<file path="src/shared/serdes_lane_regs_defs.svh">
// Constants of the lane polarity, equalizer and status overlay register pair.
// Assumes inclusion by the package and by design files that need offsets.
`ifndef SERDES_LANE_REGS_DEFS_SVH
`define SERDES_LANE_REGS_DEFS_SVH

`define MGMT_DEVICE_ADDR       5'h1e
`define LANE_CTL_OFFSET        16'h0008
`define OVERLAY_CTL_OFFSET     16'h0009
`define LANE_CTL_RESET         16'h000d
`define OVERLAY_CTL_RESET      16'h0380
`define OVERLAY_READ_MASK      16'hffbf
`define LANE_RX_SWAP_BIT       15
`define LANE_TX_SWAP_BIT       14
`define LANE_EQ_MSB            11
`define LANE_EQ_LSB            8
`define OVL_OUT_GATE_MSB       15
`define OVL_OUT_GATE_LSB       14
`define OVL_IN_GATE_MSB        13
`define OVL_IN_GATE_LSB        12
`define OVL_LOS_MASK_BIT       7
`define OVL_ENABLE_MSB         5
`define EQ_MAX_GAIN            4'h0
`define EQ_ADAPTIVE            4'h1
`define EQ_STEPPED_FIRST       4'h8
`define MDIO_PREAMBLE_BITS     32
`define MDIO_START             2'h0
`define MDIO_OP_ADDRESS        2'h0
`define MDIO_OP_WRITE          2'h1

`endif

</file>
<file path="src/shared/serdes_lane_regs_pkg.sv">
// Types shared by the management frame engine and the register bank.
// Assumes the constants header sits on the include path.
`include "serdes_lane_regs_defs.svh"

package serdes_lane_regs_pkg;

  typedef enum logic [1:0] {
    S_PREAMBLE = 2'b00,
    S_HEADER   = 2'b01,
    S_TURN     = 2'b10,
    S_DATA     = 2'b11
  } mdio_state_e;

  typedef struct packed {
    logic        mdc_s1;
    logic        mdc_s2;
    logic        mdc_s3;
    logic        mdio_s1;
    logic        mdio_s2;
    mdio_state_e state;
    logic [5:0]  ones;
    logic [4:0]  cnt;
    logic [1:0]  op;
    logic [15:0] shift;
    logic [15:0] addr;
    logic [15:0] wdata;
    logic        wr;
    logic        mdio_out;
    logic        mdio_drive_n;
  } mdio_frame_s;

  typedef struct packed {
    logic [7:0]  sync1;
    logic [7:0]  sync2;
    logic [15:0] lane_ctl;
    logic [15:0] overlay_ctl;
    logic        rx_lane_polarity_swap;
    logic        tx_lane_polarity_swap;
    logic [3:0]  lane_equalizer_setting;
    logic        lane_equalizer_adaptive;
    logic        lane_equalizer_reserved;
    logic        rx_lane_out_positive;
    logic        tx_lane_data;
    logic        lane_ready_out_pin;
    logic        lane_ready_in_gated;
    logic        channel_sync_ok;
    logic        fault_indicator_pin;
  } bank_state_s;

endpackage

</file>
<file path="src/shared/mgmt_reg_if.sv">
// Word access path from the management frame engine to the register bank.
// Assumes both ends run on the same clock.
`timescale 1ns/10ps

interface mgmt_reg_if;
  logic [15:0] addr;
  logic [15:0] wdata;
  logic        wr;
  logic [15:0] rdata;

  modport engine (output addr, output wdata, output wr, input rdata);
  modport bank   (input addr, input wdata, input wr, output rdata);
endinterface

</file>
<file path="src/rtl/mdio_frame_engine.sv">
// Management serial frame engine: indirect-address frames for one device address.
// Assumes mdc and mdio_in arrive asynchronously and mdc is far slower than ref_clk.
`timescale 1ns/10ps
`include "serdes_lane_regs_defs.svh"

module mdio_frame_engine
  import serdes_lane_regs_pkg::*;
#(
  parameter logic [4:0] PORT_ADDR     = 5'h00,
  parameter int         PREAMBLE_BITS = `MDIO_PREAMBLE_BITS
) (
  input  wire logic    ref_clk,
  input  wire logic    rstn,
  input  wire logic    mdc,
  input  wire logic    mdio_in,
  output logic         mdio_out,
  output logic         mdio_drive_n,
  mgmt_reg_if.engine   bus
);

  if (PREAMBLE_BITS < 1 || PREAMBLE_BITS > 62) begin : g_bad_preamble
    $error("PREAMBLE_BITS must lie between 1 and 62.");
  end

  mdio_frame_s r;
  mdio_frame_s n;

  always_comb begin
    logic        rise;
    logic        bit_in;
    logic [15:0] shifted;
    rise    = r.mdc_s2 & ~r.mdc_s3;
    bit_in  = r.mdio_s2;
    shifted = {r.shift[14:0], bit_in};
    n         = r;
    n.mdc_s1  = mdc;
    n.mdc_s2  = r.mdc_s1;
    n.mdc_s3  = r.mdc_s2;
    n.mdio_s1 = mdio_in;
    n.mdio_s2 = r.mdio_s1;
    n.wr      = 1'b0;
    case (r.state)
      S_PREAMBLE: if (rise) begin
        if (bit_in) begin
          if (r.ones != 6'h3f) n.ones = r.ones + 6'h01;
        end else if (r.ones >= 6'(PREAMBLE_BITS)) begin
          n.state = S_HEADER;
          n.cnt   = 5'h01;
          n.shift = 16'h0000;
        end else begin
          n.ones = 6'h00;
        end
      end
      S_HEADER: if (rise) begin
        n.shift = shifted;
        n.cnt   = r.cnt + 5'h01;
        if (r.cnt == 5'h0d) begin
          n.op  = shifted[11:10];
          n.cnt = 5'h00;
          // Frames for other ports or devices are dropped so the bus stays free for them.
          if (shifted[13:12] == `MDIO_START && shifted[9:5] == PORT_ADDR &&
              shifted[4:0] == `MGMT_DEVICE_ADDR) begin
            n.state = S_TURN;
          end else begin
            n.state = S_PREAMBLE;
            n.ones  = 6'h00;
          end
        end
      end
      S_TURN: if (rise) begin
        n.cnt = r.cnt + 5'h01;
        if (r.cnt == 5'h00) begin
          if (r.op[1]) begin
            n.mdio_out     = 1'b0;
            n.mdio_drive_n = 1'b0;
            n.shift        = bus.rdata;
          end
        end else begin
          n.state = S_DATA;
          n.cnt   = 5'h00;
          if (r.op[1]) begin
            n.mdio_out = r.shift[15];
            n.shift    = {r.shift[14:0], 1'b0};
          end
        end
      end
      S_DATA: if (rise) begin
        n.cnt = r.cnt + 5'h01;
        if (r.op[1]) begin
          n.mdio_out = r.shift[15];
          n.shift    = {r.shift[14:0], 1'b0};
          if (r.cnt == 5'h0f) begin
            n.mdio_out     = 1'b1;
            n.mdio_drive_n = 1'b1;
            n.state        = S_PREAMBLE;
            n.ones         = 6'h00;
            if (!r.op[0]) n.addr = r.addr + 16'h0001;
          end
        end else begin
          n.shift = shifted;
          if (r.cnt == 5'h0f) begin
            n.state = S_PREAMBLE;
            n.ones  = 6'h00;
            if (r.op == `MDIO_OP_ADDRESS) n.addr = shifted;
            if (r.op == `MDIO_OP_WRITE) begin
              n.wdata = shifted;
              n.wr    = 1'b1;
            end
          end
        end
      end
      default: n.state = S_PREAMBLE;
    endcase
  end

  always_ff @(posedge ref_clk or negedge rstn) begin
    if (!rstn) begin
      r              <= '0;
      r.state        <= S_PREAMBLE;
      r.mdio_out     <= 1'b1;
      r.mdio_drive_n <= 1'b1;
    end else begin
      r <= n;
    end
  end

  assign mdio_out     = r.mdio_out;
  assign mdio_drive_n = r.mdio_drive_n;
  assign bus.addr     = r.addr;
  assign bus.wdata    = r.wdata;
  assign bus.wr       = r.wr;

endmodule

</file>
<file path="src/rtl/serdes_polarity_eq_overlay_regs.sv">
// Lane polarity, equalizer and status overlay registers behind the management port.
// Assumes fault sources and the ready-in and transmit pins are asynchronous to ref_clk.
`timescale 1ns/10ps
`include "serdes_lane_regs_defs.svh"

module serdes_polarity_eq_overlay_regs
  import serdes_lane_regs_pkg::*;
#(
  parameter logic [4:0] PORT_ADDR = 5'h00
) (
  input  wire logic       ref_clk,
  input  wire logic       rstn,
  input  wire logic       mdc,
  input  wire logic       mdio_in,
  output logic            mdio_out,
  output logic            mdio_drive_n,
  input  wire logic       rx_lane_data,
  output logic            rx_lane_out_positive,
  input  wire logic       tx_lane_in_positive,
  output logic            tx_lane_data,
  output logic            rx_lane_polarity_swap,
  output logic            tx_lane_polarity_swap,
  output logic [3:0]      lane_equalizer_setting,
  output logic            lane_equalizer_adaptive,
  output logic            lane_equalizer_reserved,
  input  wire logic       lane_ready_src,
  output logic            lane_ready_out_pin,
  input  wire logic       lane_ready_in_pin,
  output logic            lane_ready_in_gated,
  input  wire logic       channel_sync_raw,
  output logic            channel_sync_ok,
  input  wire logic       block_lock_lost,
  input  wire logic       bad_codeword,
  input  wire logic       gain_unlock,
  input  wire logic       calib_pending,
  input  wire logic       pll_unlock,
  input  wire logic       signal_loss,
  output logic            fault_indicator_pin
);

  mgmt_reg_if bus ();

  logic engine_out;
  logic engine_drive_n;

  mdio_frame_engine #(
    .PORT_ADDR     (PORT_ADDR),
    .PREAMBLE_BITS (`MDIO_PREAMBLE_BITS)
  ) u_engine (
    .ref_clk      (ref_clk),
    .rstn         (rstn),
    .mdc          (mdc),
    .mdio_in      (mdio_in),
    .mdio_out     (engine_out),
    .mdio_drive_n (engine_drive_n),
    .bus          (bus.engine)
  );

  // The pin stays with the engine's own flip-flops; no extra stage is inserted.
  assign mdio_out     = engine_out;
  assign mdio_drive_n = engine_drive_n;

  // One decode serves both the write and the read path, so they cannot disagree.
  function automatic logic [1:0] reg_select(input logic [15:0] addr);
    reg_select = 2'b00;
    if (addr == `LANE_CTL_OFFSET) reg_select = 2'b01;
    if (addr == `OVERLAY_CTL_OFFSET) reg_select = 2'b10;
  endfunction

  function automatic logic gate_pin(input logic src, input logic [1:0] code);
    gate_pin = code[0] ? code[1] : src;
  endfunction

  function automatic logic eq_is_reserved(input logic [3:0] code);
    eq_is_reserved = (code > `EQ_ADAPTIVE) && (code < `EQ_STEPPED_FIRST);
  endfunction

  bank_state_s r;
  bank_state_s n;

  // Bit order of the synchronised vector.
  localparam int SY_READY_IN = 7;
  localparam int SY_TX_IN    = 6;

  logic [1:0] wr_sel;
  logic [1:0] rd_sel;
  logic       ready_in_synced;
  logic       tx_in_synced;
  logic [5:0] faults_synced;
  logic       signal_loss_synced;
  logic       ctl_rx_swap;
  logic       ctl_tx_swap;
  logic [3:0] ctl_equalizer;
  logic [1:0] ready_out_pin_gate;
  logic [1:0] ready_in_pin_gate;
  logic       signal_loss_sync_mask;
  logic [5:0] overlay_en;

  // Only second synchroniser stages feed logic; the first stage may still be settling.
  assign ready_in_synced    = r.sync2[SY_READY_IN];
  assign tx_in_synced       = r.sync2[SY_TX_IN];
  assign faults_synced      = r.sync2[5:0];
  assign signal_loss_synced = r.sync2[0];

  assign ctl_rx_swap           = r.lane_ctl[`LANE_RX_SWAP_BIT];
  assign ctl_tx_swap           = r.lane_ctl[`LANE_TX_SWAP_BIT];
  assign ctl_equalizer         = r.lane_ctl[`LANE_EQ_MSB:`LANE_EQ_LSB];
  assign ready_out_pin_gate    = r.overlay_ctl[`OVL_OUT_GATE_MSB:`OVL_OUT_GATE_LSB];
  assign ready_in_pin_gate     = r.overlay_ctl[`OVL_IN_GATE_MSB:`OVL_IN_GATE_LSB];
  assign signal_loss_sync_mask = r.overlay_ctl[`OVL_LOS_MASK_BIT];
  assign overlay_en            = r.overlay_ctl[`OVL_ENABLE_MSB:0];
  assign wr_sel                = bus.wr ? reg_select(bus.addr) : 2'b00;
  assign rd_sel                = reg_select(bus.addr);

  always_comb begin
    n       = r;
    n.sync1 = {lane_ready_in_pin, tx_lane_in_positive, block_lock_lost, bad_codeword,
               gain_unlock, calib_pending, pll_unlock, signal_loss};
    n.sync2 = r.sync1;
    // Reserved lane control fields are stored as written so that software can restore them.
    if (wr_sel[0]) n.lane_ctl = bus.wdata;
    // Bit 6 is never stored, so it reads back as zero whatever was written.
    if (wr_sel[1]) n.overlay_ctl = bus.wdata & `OVERLAY_READ_MASK;
    n.rx_lane_polarity_swap   = ctl_rx_swap;
    n.rx_lane_out_positive    = rx_lane_data ^ ctl_rx_swap;
    n.tx_lane_polarity_swap   = ctl_tx_swap;
    n.tx_lane_data            = tx_in_synced ^ ctl_tx_swap;
    n.lane_equalizer_setting  = ctl_equalizer;
    n.lane_equalizer_adaptive = (ctl_equalizer != `EQ_MAX_GAIN) &&
                                !eq_is_reserved(ctl_equalizer);
    n.lane_equalizer_reserved = eq_is_reserved(ctl_equalizer);
    n.lane_ready_out_pin      = gate_pin(lane_ready_src, ready_out_pin_gate);
    n.lane_ready_in_gated     = gate_pin(ready_in_synced, ready_in_pin_gate);
    n.channel_sync_ok         = channel_sync_raw &
                                (signal_loss_sync_mask | ~signal_loss_synced);
    n.fault_indicator_pin     = |(faults_synced & overlay_en);
  end

  always_ff @(posedge ref_clk or negedge rstn) begin
    if (!rstn) begin
      r             <= '0;
      r.lane_ctl    <= `LANE_CTL_RESET;
      r.overlay_ctl <= `OVERLAY_CTL_RESET;
    end else begin
      r <= n;
    end
  end

  // Unmapped offsets read as zero rather than aliasing a neighbour.
  always_comb begin
    case (rd_sel)
      2'b01:   bus.rdata = r.lane_ctl;
      2'b10:   bus.rdata = r.overlay_ctl;
      default: bus.rdata = 16'h0000;
    endcase
  end

  assign rx_lane_out_positive    = r.rx_lane_out_positive;
  assign tx_lane_data            = r.tx_lane_data;
  assign rx_lane_polarity_swap   = r.rx_lane_polarity_swap;
  assign tx_lane_polarity_swap   = r.tx_lane_polarity_swap;
  assign lane_equalizer_setting  = r.lane_equalizer_setting;
  assign lane_equalizer_adaptive = r.lane_equalizer_adaptive;
  assign lane_equalizer_reserved = r.lane_equalizer_reserved;
  assign lane_ready_out_pin      = r.lane_ready_out_pin;
  assign lane_ready_in_gated     = r.lane_ready_in_gated;
  assign channel_sync_ok         = r.channel_sync_ok;
  assign fault_indicator_pin     = r.fault_indicator_pin;

endmodule

</file>
<file path="config.mk">
export PLATFORM = sky130hd
export DESIGN_NAME = serdes_polarity_eq_overlay_regs
export DESIGN_NICKNAME = d
export VERILOG_FILES = /design/src/shared/serdes_lane_regs_pkg.sv /design/src/shared/mgmt_reg_if.sv /design/src/rtl/mdio_frame_engine.sv /design/src/rtl/serdes_polarity_eq_overlay_regs.sv
export VERILOG_INCLUDE_DIRS = /design/src /design/src/shared
export SDC_FILE = /design/constraint.sdc
export NUM_CORES = 1
export LEC_CHECK = 0
export BUFFER_PORTS_ARGS = -buffer_cell sky130_fd_sc_hd__buf_2
export CAP_MARGIN = 20
export CELL_PAD_IN_SITES_DETAIL_PLACEMENT = 0
export CELL_PAD_IN_SITES_GLOBAL_PLACEMENT = 1
export CORE_MARGIN = 3
export CORE_UTILIZATION = 55
export CTS_BUF_LIST = sky130_fd_sc_hd__clkbuf_4
export DETAILED_ROUTE_END_ITERATION = 8
export PLACE_DENSITY_LB_ADDON = 0.1
export SLEW_MARGIN = 20
export SYNTH_ARGS = -nofsm -noshare
export SYNTH_HDL_FRONTEND = slang
export SYNTH_SLANG_ARGS = --single-unit
</file>
<file path="constraint.sdc">
create_clock -name ref_clk -period 4.82 [get_ports ref_clk]
set_clock_uncertainty 0.2 [all_clocks]
set_input_delay 0.964 -clock ref_clk [delete_from_list [all_inputs] [get_ports ref_clk]]
set_output_delay 0.964 -clock ref_clk [all_outputs]
set_load 0.02 [all_outputs]
</file>
======== Word-level counts from Yosys, hierarchy flattened ========
Index checks and enable logic that the tools add are counted.
W data, S select, Z words.
operators by class
  order comparisons ....................... 3
  reduce and logical (&&, ||, !) cells .... 24
  equality and inequality tests ........... 28
  mux-type cells .......................... 52
  bitwise gates (word level) .............. 9
  $add $sub $neg .......................... 3
operators with widths
  kind                     count
  $mux W16                 10
  $pmux W16 S4             1
  $mux W17                 3
  $mux W51                 1
  $mux W33                 1
  $eq A16 B4 Y1 const B    2
  $pmux W16 S2             1
  $mux W31                 1
  $mux W13                 2
  $mux W6                  4
  $mux W2                  11
  $mux W5                  4
  $ne A2 B1 Y1 const B     10
  $pmux W5 S4              1
  $pmux W6 S3              1
  $reduce_and A9 Y1        2
  $add A16 B1 Y16 const B  1
  $mux W15                 1
  $reduce_and A5 Y1        3
  $reduce_and A7 Y1        2
  $eq A5 B4 Y1 const B     2
  $logic_not A5 Y1         2
  $mux W8                  1
  $ne A2 B2 Y1 const B     4
  28 further kinds         48
storage, ports and cells
  register bits ........................... 132
  bits of input ports ..................... 15
  word-level logic and storage cells ...... 149

======== Logic depth before layout (Yosys ltp) ========
  depth in word-level cells ............... 9
  gate-level depth with buffers ........... 9

======== Modules after synthesis ========
Synthesis repeated with hierarchy kept, for this count alone.
second synthesis, totals
  cell total of the unflattened synthesis .. 539
  area total of the unflattened synthesis .. 6088.3 sq um
by module, submodules not included
  module                           area an instance (sq um)  sequential area each (sq um)  instances  cells each
  mdio_frame_engine                3819.9                    1779.2                        1          398
  serdes_polarity_eq_overlay_regs  2268.4                    1534.0                        1          141

======== Worst setup path after synthesis ========
Ideal clock, no wire load.
  path kind ............................... reg-to-reg
  start point ............................. reg u_engine.r[53] (netlist bit)
  end point ............................... reg u_engine.r (netlist bit u_engine.bus.wdata[0])
  data arrival time ....................... 2287 ps
  library setup time ...................... 125 ps
  buffers on the path ..................... 2
  period minus slack after synthesis ...... 2611 ps
  path slack .............................. 2209 ps
  cell stages (with the launch flop) ...... 10
  cell sequence ........................... dfrtp_1 -> ha_1 -> and3_1 -> ha_1 -> buf_2 -> nor2b_1 -> nand3_1 -> nor2_1 -> buf_2 -> mux2_2
between the ends
  cells in the longest elaborated chain, start to end .. 2
RTL lines
  item                                RTL line                  text
  start: declaration                  mdio_frame_engine.sv:25   mdio_frame_s r;
  start signal: assignment            mdio_frame_engine.sv:123  r <= n;
  $eq A5 B4 Y1                        mdio_frame_engine.sv:101  if (r.cnt == 5'h0f) begin
  $reduce_and A5 Y1 (no source line)  --
Every way passes these cells.
A chain may end at the register's enable or synchronous reset.

======== Worst setup path in the final report ========
  start point ............................. reg u_engine.r[52] (netlist bit)
  end point ............................... reg u_engine.r[36] (netlist bit)
between the ends
  cells in the longest elaborated chain, start to end .. 2
RTL lines
  item
  $ne A2 B1 Y1 (no source line)
  $reduce_and A7 Y1 (no source line)
Every way passes these cells.

==> run metrics <==
R2R cell count=4; Crit path arrival time=3760 ps; overall global routing resource usage=23.0%; max incr delay on CP=1060 ps; share of cells above drive strength 1=23.2%; Seq/Total Area, Yosys=55.3%; MaxCap Viol Count=0; Hold Crit Depth=0; fin util=61.7%; Buf/Inv on CP=0; die width=110 microns; Yosys top cell by area=dfrtp_1; initial DRC count=358; number of synthesized register bits=132; status=finished, final reports clean; Max-slew headroom=29.2%; Hold WC Path Type=reg2reg; final setup fails=0; via count=4202; Worst-Margin Slew=1060 ps; clk buf depth=2; height of the chip=110 microns; first-pass GRT wire length=21300 microns; postcts setup bufs=0; Leak Pwr=2.88 nW; Syn Area/Cell=11.7 sq um; PwrDens=296 mW/mm^2; antenna cell count=0; half-perimeter wire length after placement=8480 microns; Area Growth Syn to Fin=7.73%; VDD IR max=0.234 mV; critical path launch point type=register; required time worst endpoint=5060 ps; setup TNS=0 ps; Netlist Area Pre-Place=0.00599 sq mm; GPL Wtd Cong=0.861; top cells by area, synth=dfrtp_1 52%, mux2_2 7.9%, dfstp_2 3.5%; die area=0.0122 sq mm; final wirelength=12800 microns; kind of critical path=reg2reg; f_max=0.284 GHz; routed vias/inst=6.14; H-tree depth=4; Synth Flop Type=dfrtp_1; initial core utilization=57.3%; Remaining Overflow, GRT=0; CTS Buf Count=17; initial antenna violation count=0; synth cell count leaders=124 x dfrtp_1, 42 x mux2_2, 36 x inv_1; post-route clock period utilization=73.0%; final hold violations=0; vias in the first global route=4102; CTS tree=built; # DRC=0; Async S/R FF share, synth=100%; EDFF count, synth=0; count leader, synth=dfrtp_1; WL/cell=18.7 microns; crit-path cells=nand4b_1, nor4_4, nand3b_2, o211ai_1; share of the synthesized area in the top cell type=51.8%; Reg clk slew, reported paths=120 ps; Worst path depth=4; I/O pin count=31; # port buffers=30; total core area=0.0105 sq mm; DR pass1 iterations=5; fin. max-slew vios=0; Rows=37; unrepaired setup endpoints after global routing=no; CTS root buffer=clkbuf_4; Synth Net Count=536; CP Capture Type=register; largest net degree at the start of global routing=104; post-synthesis cell count=512; slowest CP cell=dfrtp_1; Clock Sinks=132; min Tclk post-route=3520 ps; cts repair resizes=0; Clock Latency Late Sink=540 ps; CP delay by family, top=simple AND/OR/NAND/NOR gates; Warnings, synthesis=0; antenna-violating nets left=0; Final Net Count=559; CP Max Fanout=36; post-synth cell types=67; hold buffer count at CTS=0
final timing paths:
kind                                             from  slack, ps                          to
hold reg to reg                       n[47]$_DFF_PN0_        160  faults_synced[1]$_DFF_PN0_
max in group asynchronous                        rstn       3060           r[23]$_DFFE_PN1P_
hold / removal                        n[47]$_DFF_PN0_        160  faults_synced[1]$_DFF_PN0_
min in group asynchronous                        rstn        300  u_engine.r[60]$_DFFE_PN0P_
setup / recovery           u_engine.r[52]$_DFFE_PN0P_       1300  u_engine.r[36]$_DFFE_PN0P_
setup reg to reg           u_engine.r[52]$_DFFE_PN0P_       1300  u_engine.r[36]$_DFFE_PN0P_
worst reg2reg max path: cells and delay by family, from the launching register on:
kind	cells	cell delay, ps
AOI/OAI and AO/OA	1	310
DFF	1	1060
and+or+nand+nor	3	1850
layout by cell type (no fill, tap or decap), types with 3 or more instances in the layout:
cell type	instances
dfrtp_1	124
mux2_2	42
inv_1	36
buf_2	29
a21oi_1	27
nand2_1	24
a22oi_1	19
nor2_1	17
clkbuf_4	17
nand4b_1	16
o211ai_1	15
nand3_1	12
o31ai_1	10
mux2_1	10
o21ai_0	9
ha_1	9
nor4_1	8
dfstp_2	8
a22o_1	7
nand4_1	6
nor3_1	6
o22ai_1	6
inv_6	5
and3_1	4
nor2b_1	4
nand2b_1	4
and4_1	4
clkinv_2	4
buf_4	4
a221o_1	3
or3_1	3
layer usage:
metal  vias to the layer above  part of all wire [%]  track usage, %
met2                       118                    47            34.7
met5                         -                     0               0
li1                       1962                     -               -
met3                        13                   4.3            6.29
met1                      2109                    47            33.0
met4                         0                   1.0            6.60
flip-flops by register name, summed over array words and instances, names as in the netlist, 3 cells and up, named ones only:
| name | flops |
|---|---|
| u_engine.n | 3 |
| n | 8 |
| faults_synced | 6 |
| u_engine.bus.wdata | 16 |
| overlay_en | 6 |
| u_engine.r | 32 |
| lane_equalizer_setting | 4 |
| ctl_equalizer | 4 |
| u_engine.bus.addr | 16 |
| r | 21 |
metrics by stage:
step	instance area [sq um]	setup slack (ps)	total power, mW	hold WS, ps	instances
finish	6450	1300	1.91	159	684
floorplan	5990	2210	1.25	131	512
detailed placement	6210	1460	1.30	138	652
CTS	6440	1430	1.93	168	684
global route	6450	1150	2.01	170	684
global placement	6200	1500	1.29	132	652
kinds of logic (layout without fill, tap and decap cells):
family	after synthesis	in the layout	synth area share (%)
AO/OA/AOI/OAI	122	122	14.3
XOR/XNOR	2	2	0.292
adder cells (fa/ha/maj)	9	9	1.88
buffers and inverters	66	102	4.80
flip-flops	132	132	55.3
multiplexers	54	54	10.1
AND/OR/NAND/NOR	127	127	13.3
report_power, final:
group / internal, mW / switching, mW
Clock: 0.205 / 0.424
Combinational: 0.0476 / 0.0725
Sequential: 1.14 / 0.0240
final cells by class:
class,instances,area [sq um]
clock buffers,17,128
clock inverters,15,104
fillers,870,4010
inverters,36,135
multi-input cells,314,2420
flip-flops and latches,132,3310
well taps,136,170
repair buffers,34,186
(Power assumes the default switching activity.)
